File: src/hdl/vmar_pkg.sv
// Summary of operation
// [RULE1] row-scan-select low: address bit 14 becomes row scan bit 1.
// [RULE2] compatibility-support low: address bit 13 becomes row scan bit 0.
// [RULE3] a substitution control bit high passes its reordered bit unchanged.
// [RULE4] substitution follows reordering, just before the decoder input.
// [RULE5] byte mode: each reordered bit n equals counter bit n.
// [RULE6] word mode: outputs 1..15 take counter 0..14; output 0 takes 15 or 13.
// [RULE7] doubleword mode: output 0 takes 12, 1 takes 13, 2..15 take 0..13.
`default_nettype none
package vmar_pkg;

   localparam int ADDR_W        = 16;
   localparam int RS_W          = 2;
   localparam int SUB_HI_POS    = 14;
   localparam int SUB_LO_POS    = 13;
   localparam int RS_HI_POS     = 1;
   localparam int RS_LO_POS     = 0;
   localparam int WORD_WRAP_SRC = 15;
   localparam int WORD_CGA_SRC  = 13;
   localparam int DW_OUT0_SRC   = 12;
   localparam int DW_OUT1_SRC   = 13;
   localparam logic [ADDR_W-1:0] ADDR_RST = 16'h0000;

   typedef enum logic [2:0] {
      VMAR_BYTE  = 3'b001,
      VMAR_WORD  = 3'b010,
      VMAR_DWORD = 3'b100
   } vmar_mode_e;

   // cleared control bits decode to word mode
   localparam vmar_mode_e MODE_RST = VMAR_WORD;

   typedef struct packed {
      logic dword_sel;
      logic byte_word_sel;
      logic wrap_sel;
      logic row_scan_sel;
      logic compat_sel;
   } vmar_ctrl_s;

endpackage
`default_nettype wire

File: src/hdl/vmar_reorder.sv
`timescale 1ns/100ps
`default_nettype none
module vmar_reorder (
   // mode
   input  wire vmar_pkg::vmar_mode_e           mode,
   input  wire logic                           wrap_sel,
   // address
   input  wire logic [vmar_pkg::ADDR_W-1:0]    counter_addr,
   output logic      [vmar_pkg::ADDR_W-1:0]    reordered_address_bit
);

   always_comb begin
      unique case (mode)
         vmar_pkg::VMAR_BYTE: begin
            reordered_address_bit = counter_addr; // [RULE5]
         end
         vmar_pkg::VMAR_WORD: begin
            reordered_address_bit = {counter_addr[vmar_pkg::ADDR_W-2:0], // [RULE6]
                                     wrap_sel ? counter_addr[vmar_pkg::WORD_WRAP_SRC]
                                              : counter_addr[vmar_pkg::WORD_CGA_SRC]};
         end
         vmar_pkg::VMAR_DWORD: begin
            reordered_address_bit = {counter_addr[vmar_pkg::ADDR_W-3:0], // [RULE7]
                                     counter_addr[vmar_pkg::DW_OUT1_SRC],
                                     counter_addr[vmar_pkg::DW_OUT0_SRC]};
         end
         default: begin
            reordered_address_bit = counter_addr;
         end
      endcase
   end

endmodule
`default_nettype wire

File: src/hdl/vmar_remap.sv
`timescale 1ns/100ps
`default_nettype none
module vmar_remap (
   // clock and reset
   input  wire logic                           core_clk,
   input  wire logic                           rst_n,
   // mode control bits
   input  wire vmar_pkg::vmar_ctrl_s           ctrl,
   // counters
   input  wire logic [vmar_pkg::ADDR_W-1:0]    counter_addr,
   input  wire logic [vmar_pkg::RS_W-1:0]      row_scan_bit,
   // decoder side
   output logic      [vmar_pkg::ADDR_W-1:0]    decoder_input_bit,
   output logic      [2:0]                     mode_state
);

   // mode decode
   vmar_pkg::vmar_mode_e              mode;
   vmar_pkg::vmar_mode_e              mode_next;
   vmar_pkg::vmar_mode_e              mode_reg;

   // address path
   logic [vmar_pkg::ADDR_W-1:0]       reordered;
   wire logic [vmar_pkg::ADDR_W-1:0]  sub_enable;
   wire logic [vmar_pkg::ADDR_W-1:0]  sub_source;
   wire logic [vmar_pkg::ADDR_W-1:0]  substituted;
   logic [vmar_pkg::ADDR_W-1:0]       decoder_input_next;
   logic [vmar_pkg::ADDR_W-1:0]       decoder_input_reg;

   // substitution controls
   logic                              sub_hi_en;
   logic                              sub_lo_en;
   logic                              rs_hi;
   logic                              rs_lo;

   // doubleword bit dominates the byte/word select
   always_comb begin
      if (ctrl.dword_sel) begin
         mode = vmar_pkg::VMAR_DWORD; // [RULE7]
      end else if (ctrl.byte_word_sel) begin
         mode = vmar_pkg::VMAR_BYTE; // [RULE5]
      end else begin
         mode = vmar_pkg::VMAR_WORD; // [RULE6]
      end
   end

   vmar_reorder u_reorder (
      .mode                  (mode),
      .wrap_sel              (ctrl.wrap_sel),
      .counter_addr          (counter_addr),
      .reordered_address_bit (reordered)
   );

   // a low control bit selects the row scan bit
   always_comb begin
      sub_hi_en = !ctrl.row_scan_sel; // [RULE1]
      sub_lo_en = !ctrl.compat_sel; // [RULE2]
      rs_hi     = row_scan_bit[vmar_pkg::RS_HI_POS];
      rs_lo     = row_scan_bit[vmar_pkg::RS_LO_POS];
   end

   // substitution works on the reordered word only
   for (genvar b = 0; b < vmar_pkg::ADDR_W; b++) begin : g_bit
      if (b == vmar_pkg::SUB_HI_POS) begin : g_hi
         assign sub_enable[b] = sub_hi_en; // [RULE1]
         assign sub_source[b] = rs_hi;
      end else if (b == vmar_pkg::SUB_LO_POS) begin : g_lo
         assign sub_enable[b] = sub_lo_en; // [RULE2]
         assign sub_source[b] = rs_lo;
      end else begin : g_pass
         assign sub_enable[b] = 1'b0;
         assign sub_source[b] = reordered[b];
      end
      assign substituted[b] = sub_enable[b] ? sub_source[b] : reordered[b]; // [RULE3] [RULE4]
   end

   always_comb begin
      decoder_input_next = substituted; // [RULE4]
      mode_next          = mode;
   end

   // registered so the decoder sees a glitch-free address
   always_ff @(posedge core_clk) begin
      if (!rst_n) begin
         decoder_input_reg <= vmar_pkg::ADDR_RST;
      end else begin
         decoder_input_reg <= decoder_input_next; // [RULE4]
      end
   end

   // mode reported in step with the address it produced
   always_ff @(posedge core_clk) begin
      if (!rst_n) begin
         mode_reg <= vmar_pkg::MODE_RST;
      end else begin
         mode_reg <= mode_next;
      end
   end

   assign decoder_input_bit = decoder_input_reg;
   assign mode_state        = mode_reg;

endmodule
`default_nettype wire

File: config.mk
export PLATFORM = sky130hd
export DESIGN_NAME = vmar_remap
export DESIGN_NICKNAME = d
export VERILOG_FILES = /design/src/hdl/vmar_pkg.sv /design/src/hdl/vmar_reorder.sv /design/src/hdl/vmar_remap.sv
export SDC_FILE = /design/constraint.sdc
export NUM_CORES = 1
export LEC_CHECK = 0
export BUFFER_PORTS_ARGS = -buffer_cell sky130_fd_sc_hd__buf_2
export CAP_MARGIN = 20
export CORE_MARGIN = 2
export CORE_UTILIZATION = 40
export CTS_CLUSTER_SIZE = 16
export DETAILED_ROUTE_END_ITERATION = 10
export HOLD_SLACK_MARGIN = 0.15
export PLACE_DENSITY = 0.86
export SETUP_SLACK_MARGIN = 0.4
export SYNTH_ARGS = -nofsm -noshare
export SYNTH_HDL_FRONTEND = slang
export SYNTH_SLANG_ARGS = --single-unit
export TNS_END_PERCENT = 20
File: constraint.sdc
create_clock -name core_clk -period 0.8 [get_ports core_clk]
set_input_delay 0.04 -clock core_clk [delete_from_list [all_inputs] [get_ports core_clk]]
set_output_delay 0.04 -clock core_clk [all_outputs]
set_load 0.005 [all_outputs]
# After elaboration in Yosys (flattened, before gate mapping)
# Cells that the tools add are included.
word_totals:
  input_bits: 25
  output_inout_bits: 19
  reg_bits: 19
op_classes:
  eq_ne: 2
  mux: 6
op_table:
  columns: ["cell", "count"]
  rows:
  - ["16-bit case mux with 2 select lines", 1]
  - ["3-bit by 2-bit equality test with 1-bit output, second input constant", 1]
  - ["3-bit equality test, second input constant", 1]
  - ["1-bit 2-to-1 mux", 3]
  - ["3-bit 2-to-1 mux", 1]
  - ["2-bit 2-to-1 mux", 1]

# Longest topological paths before layout
logic_depth:
  depth_word: 5
  mapped_depth: 4
  ltp_nobuf: 2

# Modules after synthesis
# Synthesis repeated with hierarchy kept, for this count alone.
hier_totals:
  cells_unflattened: 138
  area_unflattened_um2: 1157.4
modules_own_cells:
  columns: ["mod", "area_each_um2", "instances", "cells_each"]
  rows:
  - ["vmar_reorder", 618.1, 1, 95]
  - ["vmar_remap", 539.3, 1, 43]

# Least setup slack after synthesis
# No wires, ideal clock.
synth_timing:
  path_type: "input to register"
  from: "in ctrl[4] in the netlist's numbering"
  to: "reg decoder_input_reg (netlist bit decoder_input_bit[0])"
  path_slack_ns: 0.041
  required_time_ns: 0.707
  n_path_buf: 1
  arrival_ns: 0.666
  cell_stages: 3
  cell_sequence: "buf_2 or2_2 o311ai_2"
synth_via:
  elab_chain_cells: 3
  word_cells_on_any_way: 4
  classes_between: "eq/ne: 2; mux: 2"
synth_lines:
  columns: ["element", "line", "rtl"]
  rows:
  - ["start, declared", "vmar_remap.sv:8", "input wire vmar_pkg::vmar_ctrl_s ctrl,"]
  - ["3-bit 2-to-1 mux (*)", "vmar_remap.sv:38", "if (ctrl.dword_sel) begin"]
  - ["3-bit equality test or 3-bit by 2-bit equality test with 1-bit output (tied branches)", "vmar_reorder.sv:13", "unique case (mode)"]
  - ["16-bit case mux with 2 select lines (*)", "vmar_reorder.sv:13", null]
  - ["end signal, assigned", "vmar_remap.sv:85", "decoder_input_reg <= vmar_pkg::ADDR_RST;"]
  - ["end signal, assigned", "vmar_remap.sv:87", "decoder_input_reg <= decoder_input_next;"]
  - ["end, declared", "vmar_remap.sv:28", "logic [vmar_pkg::ADDR_W-1:0] decoder_input_reg;"]
# Every way passes the cells marked *; elsewhere a longest branch is shown, timed or not.
# A chain may end at the register's enable or synchronous reset.

# Worst setup path after layout
layout_timing:
  from: "reg decoder_input_reg (netlist bit decoder_input_bit[11])"
  to: "out decoder_input_bit[11] in the netlist's numbering"
layout_lines:
  columns: ["element", "line", "rtl"]
  rows:
  - ["end, declared", "vmar_remap.sv:13", "output logic [vmar_pkg::ADDR_W-1:0] decoder_input_bit,"]
# No word-level cell between the ends.

==> impl_results.md <==
* Number of synthesized register bits at 19
* Final nets at about 150
* Clock slew at reported path FFs at between 0.1 and 0.15 ns
* Count of unique library cells instantiated by Yosys at 20
* I/O pin cnt at between 40 and 50
* Inserted Diodes at 0
* Kind of start point of the critical path: flop
* Worst-case clock buffer depth at 2
* Buf/Inv on CP at 1
* Top delay family on crit path: flip-flops
* Core area at around 2200 sq um
* CTS Buf Count at 3
* Status: finished, violations left
* Worst-path fanout max at 1
* First-pass GRT wire length at a little over 3000 microns
* Place WS at -0.1697 ns
* Hold Slack at -0.02769 ns
* P_int at 1449 uW
* Routed Antenna Nets at 0
* Placer Congestion at ~0.8
* Slew Viols, Final at 0
* NetSw at ~520 uW
* Period utilization at 0.9818
* Compound-Gate Fraction of Synth Area at 0.1437
* Max-cap viol count at 0
* Synth area leader: dfxtp_1
* Top post-synthesis cells by area: dfxtp_1 42%, mux2i_1 18%, a211oi_1 11%, and2b_1 5.0%, nor2b_1 4.2%
* Combinational power share at 0.225
* DIE WIDTH at approximately 50 microns
* Vias in the first global route at roughly 740
* Leakage power at just under 0.0006 uW
* Top cell type's share of synthesized area at 0.4240
* Slew of the pin with the lowest slew margin at about 0.26 ns
* Tot GR Track Use at 0.1538
* Hold Crit Class: in2reg
* H-Tree Depth at 1
* Simple-Gate Fraction of Synth Area at 0.1785
* DR vias/cell at 5.077
* Final Setup Violations at 0
* Chip Height at 51.36 microns
* Synth Cell Area at 897.1 sq um
* Max transition margin at 0.8215
* Port bufs at 43
* Initial antenna violation count at 0
* Crit end category: output port
* Synth Area in Adders at 0
* Sw Ratio at 0.2645
* CTS tree: done
* Clock root buffer: clkbuf_4
* HPWL after DPL at 1419 microns
* Final worst setup slack at 0.01455 ns
* Pwr Total at about 2000 uW
* Syn avg cell area at 10.68 sq um
* Syn_nets at ~110
* Pin count of the biggest net entering global routing at 19
* Largest family of logic cells by synthesized area: simple AND/OR/NAND/NOR gates
* P per Cell Area at 1578 nW/um^2
* Via count at between 700 and 800
* Fmax achieved at 1.273 GHz
* Grt ovf at 0
* Post-Route WL at approximately 2100 microns
* Synth Area in XOR/XNOR at 0
* Crit path time final at 0.7854 ns
* Drt pass-1 iters at 4
* Layout cells sized above 1 at 0.5118
* Mux cell area share after synthesis at 0.1785
* DRC at 0
* Layout area overhead at 39.19%
* Mapped Cells at 84
* Seq pwr share at 0.524
* Required @ worst endpoint at between 0.7 and 0.8 ns
* CP max stage delay at about 0.34 ns
* Hold Path Stages at 2
* Fin. Hold Viols at 3
* Failing checks: hold timing
* Syn. warnings at 0
* Peak VDD IR at 0.7925 mV
* Seq/Total Area, Yosys at 0.4240
* Crit path cell chain: buf_6
* DR WL/cell at 13.25 microns
* CTS Sinks at 19
* Levels on crit path at 1
* Die area at approximately 2600 sq um
* Standard-cell row count at 17
* Arrival time at the worst endpoint at between 0.7 and 0.8 ns
* Post-CTS Setup Bufs at 0
* Initial Util at 0.4135
* Slowest CP cell: dfxtp_2
* Unrepaired setup endpoints after global routing: true
* Critical Setup Path Class: reg2out
* Clk pwr share at 0.251
* Initial DRC count at 5
cell usage in the layout, fill, tap and decap left out, drive strengths merged, types with 2 or more instances in the layout:
master	synthesis	final
dfxtp	19	19
o211ai	2	2
mux2i	16	16
buf	5	46
a211oi	13	13
and2b	6	6
nand4	2	2
nand3b	4	4
nor2b	6	6
inv	2	2
clkbuf	2	4
cells by family after synthesis:
logic type	Yosys count
AO/OA/AOI/OAI	16
AND/OR/NAND/NOR	24
multiplexers	16
buffers and inverters	9
flip-flops	19
power by group through the flow:
stage | clock network [uW] | registers (uW) | logic, uW
5_1_grt | 542 | 1040 | 483
3_5_place_dp | 0 | 1050 | 371
6_report | 494 | 1030 | 443
4_1_cts | 476 | 1030 | 372
2_1_floorplan | 0 | 1060 | 208
3_3_place_gp | 0 | 1050 | 359
sequential cells by signal, summed over array words and instances (netlist names):
register	flops
decoder_input_bit	16
mode_state	3
what timing repair did:
item / in CTS / in global routing
hold endpoints to repair: 17 / 19
gates resized for setup: 0 / 31
pin swaps: 0 / 3
setup endpoints to repair: 37 / 38
path summary, 6_finish.rpt:
kind	startpoint	to	slack, ns
hold / removal	rst_n	mode_state[1]	-0.03
setup / recovery	decoder_input_bit[11]	decoder_input_bit[11]	0.01
final cells by class:
type | count | area, sq um
well taps | 28 | 35.03
multi-input cells | 56 | 499.2
clock buffers | 4 | 26.28
inverters | 2 | 10.01
repair buffers | 46 | 294.0
fillers | 197 | 920.9
flip-flops and latches | 19 | 384.1
synthesized netlist by cell type, drive strengths merged:
| master | number |
|---|---|
| o211ai | 2 |
| dfxtp | 19 |
| buf | 5 |
| nand3 | 1 |
| nand3b | 4 |
| nand4b | 1 |
| and2b | 6 |
| inv | 2 |
| nand4 | 2 |
| a211oi | 13 |
| and3 | 1 |
| nor2b | 6 |
| o311ai | 1 |
| nand2 | 1 |
| or2 | 1 |
| clkbuf | 2 |
| nor2 | 1 |
| mux2i | 16 |
metrics by stage:
| step | setup TNS, ns | std cells | instance area [sq um] | util |
|---|---|---|---|---|
| 2_1_floorplan | 0 | 84 | 910.9 | - |
| 3_3_place_gp | -1.195 | 151 | 1112 | 0.5127 |
| 3_5_place_dp | -1.873 | 151 | 1112 | 0.5127 |
| 4_1_cts | 0 | 155 | 1139 | 0.5248 |
| 5_1_grt | -0.07264 | 155 | 1249 | 0.5755 |
| 6_report | 0 | 155 | 1249 | 0.5755 |
per-layer routing:
layer | track usage | vias up | routed length, microns
met2 | 0.2468 | 27 | 974
met4 | 0.1009 | 0 | 37
met5 | 0 | - | 0
met3 | 0.02047 | 3 | 96
met1 | 0.1920 | 364 | 946
li1 | - | 393 | -
(Power assumes the default switching activity.)
